## src/hdl/ckg_consts.vh

```
// Register offsets, field positions, reset values and timing counts of the clock generator control
`ifndef CKG_CONSTS_VH
`define CKG_CONSTS_VH

// ==========================================
// Register byte offsets
`define CKG_MAIN_OSC_REG_OFS     8'h00
`define CKG_MAIN_FREQ_REG_OFS    8'h04
`define CKG_PLL_CONFIG_REG_OFS   8'h08
`define CKG_POWER_STATUS_REG_OFS 8'h0C
`define CKG_IRQ_MASK_REG_OFS     8'h10

// ==========================================
// main_osc_reg fields
`define CKG_MOR_ENABLE_BIT       0
`define CKG_MOR_BYPASS_BIT       1
`define CKG_MOR_COUNT_LSB        8
`define CKG_MOR_COUNT_MSB        15

// ==========================================
// main_freq_reg fields
`define CKG_MFR_COUNT_MSB        15
`define CKG_MFR_DONE_BIT         16

// ==========================================
// pll_config_reg fields
`define CKG_PLR_RATIO_LSB        0
`define CKG_PLR_RATIO_MSB        7
`define CKG_PLR_WAIT_LSB         8
`define CKG_PLR_WAIT_MSB         13
`define CKG_PLR_MUL_LSB          16
`define CKG_PLR_MUL_MSB          26

// ==========================================
// power_status_reg and irq_mask_reg bits
`define CKG_SR_OSC_STABLE_BIT    0
`define CKG_SR_PLL_SETTLED_BIT   2

// ==========================================
// Reset values and timing
`define CKG_RESET_WORD           32'h0000_0000
`define CKG_OSC_PRESCALE         3'h7
`define CKG_FREQ_SLOW_PERIODS    5'h10
`define CKG_RESP_OKAY            2'h0
`define CKG_RESP_SLVERR          2'h2

`endif

```

## src/hdl/ckg_down_counter.v

```verilog
// Loadable down-counter that reports one pulse when it reaches zero
`timescale 1ns/1ps

module ckg_down_counter
#(
    parameter WIDTH = 8
)
(
    // Clock and reset
    input  wire             aclk,
    input  wire             aresetn,
    // Control
    input  wire             load,
    input  wire [WIDTH-1:0] load_value,
    input  wire             stop,
    input  wire             tick,
    // Status
    output reg  [WIDTH-1:0] count_r,
    output reg              busy_r,
    output reg              done_r
);

    // ==========================================
    // Counter
    // Load beats stop beats countdown, so a restart is never lost
    always @(posedge aclk)
    begin
        if (!aresetn)
        begin
            count_r <= {WIDTH{1'b0}};
            busy_r  <= 1'b0;
            done_r  <= 1'b0;
        end
        else
        begin
            done_r <= 1'b0;
            if (load)
            begin
                count_r <= load_value;
                busy_r  <= 1'b1;
            end
            else if (stop)
                busy_r <= 1'b0;
            else if (busy_r && count_r == {WIDTH{1'b0}})
            begin
                busy_r <= 1'b0;
                done_r <= 1'b1;
            end
            else if (busy_r && tick)
                count_r <= count_r - {{(WIDTH-1){1'b0}}, 1'b1};
        end
    end

endmodule

```

## src/hdl/ckg_clock_ctrl.v

```verilog
// Clock generator control: main oscillator, frequency counter, divider and PLL, AXI4-Lite registers
`timescale 1ns/1ps
`include "ckg_consts.vh"

// Contract
// - Three clocks: slow, main oscillator, divider-plus-PLL; only slow never stops.
// - After reset main oscillator is off and slow clock is selected.
// - Clearing main_osc_enable clears main_osc_stable automatically.
// - Enabling write clears stable, loads 8-bit count, decrements every eight slow periods.
// - Counter at zero sets main_osc_stable; masked bit raises interrupt request.
// - Once stable, frequency counter counts main clock after next slow rising edge.
// - At sixteenth slow falling edge counting stops and freq_measure_done sets.
// - pll_input_ratio 1..255; zero holds divider and PLL outputs low.
// - Reset clears pll_input_ratio, holding PLL input at zero.
// - PLL output frequency is source times (factor plus one) over ratio; the stub drives pll_out_clk_r at source over twice ratio.
// - Zero feedback factor disables PLL; nonzero enables it again.
// - PLL re-enable or parameter change clears pll_settled and loads wait count.
// - Wait counter decrements per slow cycle; zero sets pll_settled, may interrupt.
// - pll_feedback_factor is an 11-bit field, 0 to 2047.
module ckg_clock_ctrl
(
    // Clock and reset
    input  wire        aclk,
    input  wire        aresetn,
    // AXI4-Lite write address
    input  wire [7:0]  s_axi_awaddr,
    input  wire        s_axi_awvalid,
    output reg         s_axi_awready,
    // AXI4-Lite write data
    input  wire [31:0] s_axi_wdata,
    input  wire [3:0]  s_axi_wstrb,
    input  wire        s_axi_wvalid,
    output reg         s_axi_wready,
    // AXI4-Lite write response
    output reg  [1:0]  s_axi_bresp,
    output reg         s_axi_bvalid,
    input  wire        s_axi_bready,
    // AXI4-Lite read address
    input  wire [7:0]  s_axi_araddr,
    input  wire        s_axi_arvalid,
    output reg         s_axi_arready,
    // AXI4-Lite read data
    output reg  [31:0] s_axi_rdata,
    output reg  [1:0]  s_axi_rresp,
    output reg         s_axi_rvalid,
    input  wire        s_axi_rready,
    // Clock sources, sampled as synchronous levels
    input  wire        slow_clk,
    input  wire        main_osc_clk,
    // Analog oscillator and PLL controls
    output reg         main_osc_enable_r,
    output reg         osc_bypass_sel_r,
    output reg         pll_enable_r,
    output reg  [7:0]  pll_input_ratio_r,
    output reg  [10:0] pll_feedback_factor_r,
    // Generated clocks and status
    output reg         pll_div_clk_r,
    output reg         pll_out_clk_r,
    output reg         main_clk_valid_r,
    output reg         slow_clk_sel_r,
    output reg         osc_irq_req_r,
    output reg         pll_irq_req_r
);

    // ==========================================
    // Configuration state
    reg [7:0]  startup_tick_count_r;
    reg [5:0]  pll_lock_wait_count_r;
    reg        main_osc_stable_r;
    reg        pll_settled_r;
    reg [1:0]  irq_mask_r;
    reg [15:0] main_freq_count_r;
    reg        freq_measure_done_r;

    // ==========================================
    // Bus slave state
    reg        aw_held_r;
    reg        w_held_r;
    reg [7:0]  aw_addr_r;
    reg [31:0] w_data_r;
    reg [3:0]  w_strb_r;

    wire       aw_take = s_axi_awvalid & s_axi_awready;
    wire       w_take  = s_axi_wvalid & s_axi_wready;
    wire       wr_go   = aw_held_r & w_held_r & ~s_axi_bvalid;
    wire       wr_mor  = wr_go && aw_addr_r == `CKG_MAIN_OSC_REG_OFS;
    wire       wr_plr  = wr_go && aw_addr_r == `CKG_PLL_CONFIG_REG_OFS;
    wire       wr_imr  = wr_go && aw_addr_r == `CKG_IRQ_MASK_REG_OFS;
    wire       wr_ok   = wr_mor | wr_plr | wr_imr;

    // Byte-lane merge of the incoming word over the addressed register
    wire [31:0] mor_word = {16'h0000, startup_tick_count_r, 6'h00, osc_bypass_sel_r, main_osc_enable_r};
    wire [31:0] plr_word = {5'h00, pll_feedback_factor_r, 2'h0, pll_lock_wait_count_r, pll_input_ratio_r};
    wire [31:0] strb_mask = {{8{w_strb_r[3]}}, {8{w_strb_r[2]}}, {8{w_strb_r[1]}}, {8{w_strb_r[0]}}};
    wire [31:0] mor_new  = (w_data_r & strb_mask) | (mor_word & ~strb_mask);
    wire [31:0] plr_new  = (w_data_r & strb_mask) | (plr_word & ~strb_mask);

    wire        new_osc_en = mor_new[`CKG_MOR_ENABLE_BIT];
    wire [10:0] new_mul    = plr_new[`CKG_PLR_MUL_MSB:`CKG_PLR_MUL_LSB];
    wire        plr_change = plr_new[26:0] != plr_word[26:0];

    // ==========================================
    // Slow and main clock edge detection
    reg        slow_q_r;
    reg        main_q_r;
    reg [2:0]  osc_presc_r;
    wire       slow_rise = slow_clk & ~slow_q_r;
    wire       slow_fall = ~slow_clk & slow_q_r;
    wire       main_rise = main_osc_clk & ~main_q_r;
    wire       osc_tick  = slow_rise && osc_presc_r == `CKG_OSC_PRESCALE;

    wire       osc_load = wr_mor & new_osc_en;
    wire       osc_stop = wr_mor & ~new_osc_en;
    wire       pll_load = wr_plr & (new_mul != 11'h000) & (plr_change | ~pll_enable_r);
    wire       pll_stop = wr_plr & (new_mul == 11'h000);
    wire       osc_done;
    wire       pll_done;

    // ==========================================
    // Startup and lock-wait counters
    ckg_down_counter #(.WIDTH(8)) u_osc_cnt
    (
        .aclk       (aclk),
        .aresetn    (aresetn),
        .load       (osc_load),
        .load_value (mor_new[`CKG_MOR_COUNT_MSB:`CKG_MOR_COUNT_LSB]),
        .stop       (osc_stop),
        .tick       (osc_tick),
        .count_r    (),
        .busy_r     (),
        .done_r     (osc_done)
    );

    ckg_down_counter #(.WIDTH(8)) u_pll_cnt
    (
        .aclk       (aclk),
        .aresetn    (aresetn),
        .load       (pll_load),
        .load_value ({2'b00, plr_new[`CKG_PLR_WAIT_MSB:`CKG_PLR_WAIT_LSB]}),
        .stop       (pll_stop),
        .tick       (slow_rise),
        .count_r    (),
        .busy_r     (),
        .done_r     (pll_done)
    );

    // ==========================================
    // Register file and oscillator / PLL control
    always @(posedge aclk)
    begin
        if (!aresetn)
        begin
            main_osc_enable_r     <= 1'b0;
            slow_clk_sel_r        <= 1'b1;
            osc_bypass_sel_r      <= 1'b0;
            startup_tick_count_r  <= 8'h00;
            pll_input_ratio_r     <= 8'h00;
            pll_feedback_factor_r <= 11'h000;
            pll_lock_wait_count_r <= 6'h00;
            pll_enable_r          <= 1'b0;
            irq_mask_r            <= 2'b00;
            main_osc_stable_r     <= 1'b0;
            pll_settled_r         <= 1'b0;
            osc_presc_r           <= 3'h0;
        end
        else
        begin
            slow_clk_sel_r <= ~main_osc_stable_r;
            if (wr_mor)
            begin
                main_osc_enable_r    <= new_osc_en;
                osc_bypass_sel_r     <= mor_new[`CKG_MOR_BYPASS_BIT];
                startup_tick_count_r <= mor_new[`CKG_MOR_COUNT_MSB:`CKG_MOR_COUNT_LSB];
            end
            if (wr_plr)
            begin
                pll_input_ratio_r     <= plr_new[`CKG_PLR_RATIO_MSB:`CKG_PLR_RATIO_LSB];
                pll_lock_wait_count_r <= plr_new[`CKG_PLR_WAIT_MSB:`CKG_PLR_WAIT_LSB];
                pll_feedback_factor_r <= new_mul;
                pll_enable_r          <= new_mul != 11'h000;
            end
            if (wr_imr)
                irq_mask_r <= {w_data_r[`CKG_SR_PLL_SETTLED_BIT], w_data_r[`CKG_SR_OSC_STABLE_BIT]};

            // Prescaler restarts with each enabling write so the first tick is a full eight periods
            if (osc_load)
                osc_presc_r <= 3'h0;
            else if (slow_rise)
                osc_presc_r <= osc_presc_r + 3'h1;

            // A write restarting the wait wins over a completion in the same cycle
            if (osc_load | osc_stop)
                main_osc_stable_r <= 1'b0;
            else if (osc_done)
                main_osc_stable_r <= 1'b1;

            if (pll_load | pll_stop)
                pll_settled_r <= 1'b0;
            else if (pll_done)
                pll_settled_r <= 1'b1;
        end
    end

    // ==========================================
    // Main clock frequency measurement
    reg        freq_armed_r;
    reg        freq_run_r;
    reg [4:0]  fall_cnt_r;

    always @(posedge aclk)
    begin
        if (!aresetn)
        begin
            slow_q_r            <= 1'b0;
            main_q_r            <= 1'b0;
            freq_armed_r        <= 1'b0;
            freq_run_r          <= 1'b0;
            fall_cnt_r          <= 5'h00;
            main_freq_count_r   <= 16'h0000;
            freq_measure_done_r <= 1'b0;
        end
        else
        begin
            slow_q_r <= slow_clk;
            main_q_r <= main_osc_clk;
            if (!main_osc_stable_r)
            begin
                freq_armed_r        <= 1'b1;
                freq_run_r          <= 1'b0;
                fall_cnt_r          <= 5'h00;
                main_freq_count_r   <= 16'h0000;
                freq_measure_done_r <= 1'b0;
            end
            else if (freq_armed_r && slow_rise)
            begin
                freq_armed_r <= 1'b0;
                freq_run_r   <= 1'b1;
            end
            else if (freq_run_r)
            begin
                if (main_rise)
                    main_freq_count_r <= main_freq_count_r + 16'h0001;
                if (slow_fall)
                begin
                    fall_cnt_r <= fall_cnt_r + 5'h01;
                    if (fall_cnt_r + 5'h01 == `CKG_FREQ_SLOW_PERIODS)
                    begin
                        freq_run_r          <= 1'b0;
                        freq_measure_done_r <= 1'b1;
                    end
                end
            end
        end
    end

    // ==========================================
    // Input divider and PLL output stub
    // The multiplier is analog; only the divided source and its validity are modelled here
    reg [7:0]  div_cnt_r;

    always @(posedge aclk)
    begin
        if (!aresetn)
        begin
            div_cnt_r        <= 8'h00;
            pll_div_clk_r    <= 1'b0;
            pll_out_clk_r    <= 1'b0;
            main_clk_valid_r <= 1'b0;
            osc_irq_req_r    <= 1'b0;
            pll_irq_req_r    <= 1'b0;
        end
        else
        begin
            main_clk_valid_r <= main_osc_stable_r | osc_bypass_sel_r;
            osc_irq_req_r    <= main_osc_stable_r & irq_mask_r[0];
            pll_irq_req_r    <= pll_settled_r & irq_mask_r[1];
            if (pll_input_ratio_r == 8'h00)
            begin
                div_cnt_r     <= 8'h00;
                pll_div_clk_r <= 1'b0;
                pll_out_clk_r <= 1'b0;
            end
            else
            begin
                if (main_rise)
                begin
                    // Toggle every ratio source edges: divided clock period is twice ratio source periods
                    if (div_cnt_r + 8'h01 >= pll_input_ratio_r)
                    begin
                        div_cnt_r     <= 8'h00;
                        pll_div_clk_r <= ~pll_div_clk_r;
                    end
                    else
                        div_cnt_r <= div_cnt_r + 8'h01;
                end
                pll_out_clk_r <= pll_div_clk_r & pll_enable_r & pll_settled_r;
            end
        end
    end

    // ==========================================
    // AXI4-Lite write channel
    always @(posedge aclk)
    begin
        if (!aresetn)
        begin
            aw_held_r     <= 1'b0;
            w_held_r      <= 1'b0;
            aw_addr_r     <= 8'h00;
            w_data_r      <= `CKG_RESET_WORD;
            w_strb_r      <= 4'h0;
            s_axi_awready <= 1'b0;
            s_axi_wready  <= 1'b0;
            s_axi_bvalid  <= 1'b0;
            s_axi_bresp   <= `CKG_RESP_OKAY;
        end
        else
        begin
            s_axi_awready <= ~aw_held_r & ~aw_take & ~wr_go;
            s_axi_wready  <= ~w_held_r & ~w_take & ~wr_go;
            if (aw_take)
            begin
                aw_held_r <= 1'b1;
                aw_addr_r <= {s_axi_awaddr[7:2], 2'b00};
            end
            if (w_take)
            begin
                w_held_r <= 1'b1;
                w_data_r <= s_axi_wdata;
                w_strb_r <= s_axi_wstrb;
            end
            if (wr_go)
            begin
                aw_held_r    <= 1'b0;
                w_held_r     <= 1'b0;
                s_axi_bvalid <= 1'b1;
                s_axi_bresp  <= wr_ok ? `CKG_RESP_OKAY : `CKG_RESP_SLVERR;
            end
            else if (s_axi_bvalid && s_axi_bready)
                s_axi_bvalid <= 1'b0;
        end
    end

    // ==========================================
    // AXI4-Lite read channel
    reg [31:0] rd_word;
    reg        rd_ok;

    always @*
    begin
        rd_ok   = 1'b1;
        rd_word = `CKG_RESET_WORD;
        case ({s_axi_araddr[7:2], 2'b00})
            `CKG_MAIN_OSC_REG_OFS:     rd_word = mor_word;
            `CKG_MAIN_FREQ_REG_OFS:    rd_word = {15'h0000, freq_measure_done_r, main_freq_count_r};
            `CKG_PLL_CONFIG_REG_OFS:   rd_word = plr_word;
            `CKG_POWER_STATUS_REG_OFS: rd_word = {29'h0000_0000, pll_settled_r, 1'b0, main_osc_stable_r};
            `CKG_IRQ_MASK_REG_OFS:     rd_word = {29'h0000_0000, irq_mask_r[1], 1'b0, irq_mask_r[0]};
            default:                   rd_ok   = 1'b0;
        endcase
    end

    always @(posedge aclk)
    begin
        if (!aresetn)
        begin
            s_axi_arready <= 1'b0;
            s_axi_rvalid  <= 1'b0;
            s_axi_rdata   <= `CKG_RESET_WORD;
            s_axi_rresp   <= `CKG_RESP_OKAY;
        end
        else
        begin
            s_axi_arready <= ~s_axi_rvalid & ~(s_axi_arvalid & s_axi_arready);
            if (s_axi_arvalid && s_axi_arready)
            begin
                s_axi_rvalid <= 1'b1;
                s_axi_rdata  <= rd_word;
                s_axi_rresp  <= rd_ok ? `CKG_RESP_OKAY : `CKG_RESP_SLVERR;
            end
            else if (s_axi_rvalid && s_axi_rready)
                s_axi_rvalid <= 1'b0;
        end
    end

endmodule

```

## config.mk

```make
export PLATFORM = sky130hd
export DESIGN_NAME = ckg_clock_ctrl
export DESIGN_NICKNAME = d
export VERILOG_FILES = /design/src/hdl/ckg_down_counter.v /design/src/hdl/ckg_clock_ctrl.v
export VERILOG_INCLUDE_DIRS = /design/src /design/src/hdl
export SDC_FILE = /design/constraint.sdc
export NUM_CORES = 1
export LEC_CHECK = 0
export BUFFER_PORTS_ARGS = -buffer_cell sky130_fd_sc_hd__buf_4
export CELL_PAD_IN_SITES_DETAIL_PLACEMENT = 0
export CELL_PAD_IN_SITES_GLOBAL_PLACEMENT = 1
export CORE_ASPECT_RATIO = 0.7
export CORE_MARGIN = 5
export CORE_UTILIZATION = 44
export CTS_BUF_LIST = sky130_fd_sc_hd__clkbuf_8
export CTS_CLUSTER_DIAMETER = 100
export CTS_CLUSTER_SIZE = 16
export DETAILED_ROUTE_END_ITERATION = 6
export PLACE_DENSITY = 0.89
export SYNTH_ARGS = -nofsm -noshare
export SYNTH_HDL_FRONTEND = slang
export SYNTH_HIERARCHICAL = 1
export SYNTH_SLANG_ARGS = --single-unit
```

## constraint.sdc

```tcl
create_clock -name aclk -period 3.2 [get_ports aclk]
set_clock_uncertainty 0.1 [all_clocks]
set_input_delay 0.32 -clock aclk [delete_from_list [all_inputs] [get_ports aclk]]
set_output_delay 0.32 -clock aclk [all_outputs]
set_load 0.03 [all_outputs]
```

Word-level counts from Yosys, hierarchy flattened
Index checks and enable logic that the tools add are counted.

Register bits: 183. Output and inout bits: 69. Input bits: 61. Word-level logic and storage cells: 192.

Reductions and logical operators: 42. $lt $le $gt $ge: 1. Add/subtract/negate cells: 6. Mux-type cells: 31. Equal/unequal tests: 14. Bitwise operators: 53.

Operators with widths (number): one-hot mux 27 bit (5 select lines) (1); bitwise AND 27 bit (2); 2-to-1 mux 8 bit (5); zero test 8 bit (4); != test 27 bit (1); NOT 27 bit (1); OR 27 bit (1); 2-to-1 mux 6 bit (4); bitwise AND 1 bit (22); 2-to-1 mux 1 bit (19); NOT 1 bit (19); equality test 6 x 2 -> 1 bit, second input constant (3); adder 16 x 1 -> 16 bit, second input constant (1); bitwise AND 16 bit (1); OR 16 bit (1); subtractor 8 x 1 -> 8 bit, second input constant (2); AND reduction 3 bit (5); equality test 6 x 3 -> 1 bit, second input constant (2); logical AND 1 bit (12); OR reduction 2 bit (6); zero test 11 bit (1); nonzero test 11 bit (1); adder 8 x 1 -> 8 bit, second input constant (1); >= comparator 8 bit (1); 16 further kinds (31).

Longest topological paths before layout
Word-level depth: 8. Depth in mapped cells: 12. Depth with buffers taken out: 9.

Cells and area by module
The synthesis kept the hierarchy.

Modules (own cells, without submodules): ckg_clock_ctrl (area each 7011.7 µm², instances 1, sequential area each 3123.0 µm², cells an instance 813); ckg_down_counter (area each 594.3 µm², instances 2, sequential area each 200.2 µm², cells an instance 67).

Worst setup path after synthesis
Ideal clock, no wire load.

Path type: flip-flop to flip-flop. Start point: register s_axi_bvalid. End point: register u_pll_cnt.count_r[2]. Cell stages (with the launch flop): 13. Clock period less this slack: 2658 ps. Required time: 2970 ps. Setup slack: 542 ps. Data arrival time: 2428 ps. Path buffers: 4. Library setup time: 130 ps. Cells stage by stage: dfxtp_1 > nand3b_1 > nand2b_1 > nor3b_1 > buf_2 > buf_2 > o31ai_1 > nor2_1 > clkbuf_1 > inv_1 > clkbuf_1 > o21ai_0 > a21oi_1.

Cells in the longest elaborated chain, start to end: 7. Elaborated cells on any way between the ends: 11. Classes of those cells: eq/ne (2); mux (1); bitwise (5); reduce/logical (3).

RTL lines: start: declaration (RTL line ckg_clock_ctrl.v:36) `output reg s_axi_bvalid,`; start signal: assignment (RTL line ckg_clock_ctrl.v:314) `s_axi_bvalid <= 1'b0;`; start signal: assignment (RTL line ckg_clock_ctrl.v:336) `s_axi_bvalid <= 1'b1;`; start signal: assignment (RTL line ckg_clock_ctrl.v:340) `s_axi_bvalid <= 1'b0;`; NOT 1 bit (*) (RTL line ckg_clock_ctrl.v:85) `wire wr_go = aw_held_r & w_held_r & ~s_axi_bvalid;`; bitwise AND 1 bit (*) (RTL line ckg_clock_ctrl.v:85); logical AND 1 bit (no line) (*); bitwise AND 1 bit (*) (2 in series) (RTL line ckg_clock_ctrl.v:114) `wire pll_load = wr_plr & (new_mul != 11'h000) & (plr_change | ~pll_enable_r);`; named net pll_load (RTL line ckg_clock_ctrl.v:114); != test 2 bit (no line) / nonzero test 2 bit (equally long branches); AND reduction 3 bit (no line); end signal: assignment (RTL line ckg_down_counter.v:30) `count_r <= {WIDTH{1'b0}};`; end signal: assignment (RTL line ckg_down_counter.v:39) `count_r <= load_value;`; end signal: assignment (RTL line ckg_down_counter.v:50) `count_r <= count_r - {{(WIDTH-1){1'b0}}, 1'b1};`; end: declaration (RTL line ckg_down_counter.v:18) `output reg [WIDTH-1:0] count_r,`.

The timed path passes the listed nets; every way through them passes the cells marked *. A chain may end at the register's enable or synchronous reset.

Worst setup path after layout
Start point: register s_axi_bvalid. End point: register u_pll_cnt.count_r[4].

The elaborated chain is that of the path after synthesis.

==> summary.txt <==
Status
  • Status: complete, no violations

Die
  • Row cnt: 41
  • Die X-Extent: 173 µm
  • Die height: 124 µm
  • # IOs: 130
  • Initial core utilization: 45.2%
  • Core box area: 18,200 µm²
  • Die footprint: 21,500 µm²

Cells and area
  • Ant diodes: 0
  • Final Util: 53.9%
  • Post-route insts no fill: 1,306
  • Fillers: 1,753
  • Synth-to-layout area growth: 19.3%
  • Fin nets: 1,136
  • Share of post-route cells with drive strength above 1: 18.2%
  • Finished layout cell area: 9790 µm²

Setup path
  • Crit. End Element: flop
  • WP data required: 3.47 ns
  • Setup CP Type: reg -> reg
  • Arrival @ worst endpoint: 3.08 ns
  • Crit Path Max Fanout: 14
  • Critical Path Source Type: flop

Place
  • Dpl hpwl: 14,700 µm
  • Port buffer count: 113
  • Placed Instances: 1,261
  • Pre-CTS WS: 0.437 ns
  • Dpl cell area: 9230 µm²
  • GPL Wtd Cong: 0.851

STA
  • Max Transition Viols Final: 0
  • Fmax: 356 MHz
  • Final Hold Viols: 0
  • Worst Max-Slew Pin Slew: 1.14 ns
  • RSZ-0062 raised after global routing: no
  • Final hold slack: 0.0192 ns
  • Final setup violating endpoints: 0
  • Max_slew headroom: 23.9%
  • Setup TNS: 0 ns
  • Final setup margin: 0.394 ns
  • Minimum clock period: 2.81 ns
  • Period utilization: 87.7%

Synthesis
  • YS warnings: 6
  • Avg Cell Area, Syn: 8.66 µm²
  • Unique cell type count in the Yosys netlist: 63
  • Syn Inst Count: 947
  • Synth async-reset ratio: 0%
  • Number of synthesized flops with an enable pin: 0
  • Synth Register Bits: 176
  • Sequential element share of the synthesized area: 43.0%
  • Dominant synthesized flop cell: dfxtp_1
  • Post-Syn Area: 8200 µm²

Detailed routing
  • Wirelength per Cell: 15.3 µm
  • Final ANT Viol Nets: 0
  • TritonRoute pass-1 iters: 5
  • Via count: 6,791
  • DR vias/cell: 5.20
  • Total wire length: 20,000 µm
  • Post-route DRC violation count: 0
  • Initial DRC count: 483

Clocking
  • H-tree Lvls: 4
  • Clk sinks: 176
  • CTS root buffer: clkbuf_8
  • Cts bufs inserted: 17
  • CTS max path bufs: 2
  • Worst-skew pair later-pin latency: 0.46 ns
  • Reg clk slew, reported paths: 0.09 ns
  • CTS tree: built

Power and ir drop
  • Pwr/cell area: 432 nW/µm²
  • Tot Pwr: 4.22 mW
  • Leakage: 3.70 nW
  • Max IR drop VDD: 0.226 mV

GRT
  • Initial antenna violation count: 0
  • Total gr overflow: 0
  • Global-route wire length before repair: 33,100 µm
  • Gr usage total: 18.4%
  • Vias in the first global route: 6,407
  • Largest net degree at the start of global routing: 63

Run
  • Max-cap violations: 0

Min path
  • Hold Crit Class: in -> reg
-- logic make-up after synthesis --
group,synth area share [%]
AO/OA/AOI/OAI,17.0
XOR/XNOR,6.30
adder cells (fa/ha/maj),2.75
buffers and inverters,4.56
flip-flops,43.0
multiplexers,3.34
other,0.0457
AND/OR/NAND/NOR,23.0
-- layer usage --
metal	up-vias	GRT usage [%]	wire, µm
li1	3472	-	-
met1	3159	26.9	10100
met3	11	4.70	1070
met2	149	27.5	8620
met5	-	0	0
met4	0	3.47	192
-- state kept, by name (all words and copies together), names as in the netlist, 2 cells and up, named ones only --
register,flops
irq_mask_r,2
startup_tick_count_r,8
osc_presc_r,3
s_axi_rdata,27
u_osc_cnt/count_r,8
div_cnt_r,8
u_pll_cnt/count_r,8
w_strb_r,4
pll_lock_wait_count_r,6
aw_addr_r,6
main_freq_count_r,16
pll_input_ratio_r,8
fall_cnt_r,5
pll_feedback_factor_r,11
w_data_r,27
-- worst max-delay path, stage by stage, from the launching register on --
cell      delay (ns)
dfxtp_1         0.34
nand3b_1        0.24
nand2b_1        0.27
nor3b_2         0.28
o31ai_1         0.13
nor2_1          0.53
inv_1           0.37
and4_1          0.28
nor3_1          0.19
-- path summary, 6_finish.rpt --
kind,start,to,slack [ns],depth (start not counted)
setup / recovery,s_axi_bvalid,u_pll_cnt/count_r[4],0.39,8
hold / removal,s_axi_wdata[19],w_data_r[19],0.02,3
setup reg to reg,s_axi_bvalid,u_pll_cnt/count_r[4],0.39,8
hold reg to reg,s_axi_rvalid,s_axi_arready,0.35,1
-- report_power, final --
group          internal [mW]  total [mW]  switching [mW]
clock                  0.800        1.68           0.877
combinational          0.130       0.284           0.154
sequential              2.22        2.26          0.0389
-- cell usage in the layout (no fill, tap or decap), types with 4 or more instances in the layout --
master	n
a211oi_1	4
a211oi_2	4
a21boi_0	57
a21oi_1	27
a22o_2	10
a22oi_1	14
a31oi_1	4
and2_1	11
and3_1	5
and4_1	7
buf_4	126
clkbuf_8	17
conb_1	9
dfxtp_1	176
dlygate4sd3_1	13
ha_1	18
inv_1	31
inv_8	4
mux2i_1	24
nand2_1	138
nand2b_1	12
nand3_1	48
nand3b_1	5
nand4_1	12
nor2_1	67
nor2b_1	25
nor3_1	14
nor4_1	4
o21a_1	5
o21ai_0	50
or2_2	4
xnor2_1	32
xor2_1	27
-- timing repair --
item,4_1_cts,5_1_grt
resized for setup,0,0
setup buffers,0,0
hold buffers,13,0
endpoints found under the hold margin,13,0
-- area by class of cell --
cell class              instances  area, µm²  area share [%]
clock buffers                  17        234            2.39
clock inverters                15        196            2.01
inverters                      31        116            1.19
multi-input cells             692       4350            44.4
flip-flops and latches        176       3520            36.0
well taps                     236        295            3.02
repair buffers                139       1080            11.0
-- synth_stat cells (all sizes together) (12+ instances only) --
cell / number / area share, %
mux2i: 24 / 2.9
nor2b: 26 / 2.0
dfxtp: 176 / 43
nand3: 48 / 2.9
o21ai: 50 / 3.1
xnor2: 32 / 3.4
clkbuf: 41 / 1.9
nor3: 17 / 1.2
nand2: 138 / 6.3
inv: 31 / 1.4
buf: 15 / 1.3
and2: 12 / 0.92
ha: 18 / 2.7
nor2: 67 / 3.1
a22oi: 14 / 1.3
a21boi: 57 / 5.2
nand2b: 12 / 0.92
xor2: 27 / 2.9
a21oi: 27 / 1.6
nand4: 12 / 0.92
Power figures use the tool's default switching activity.
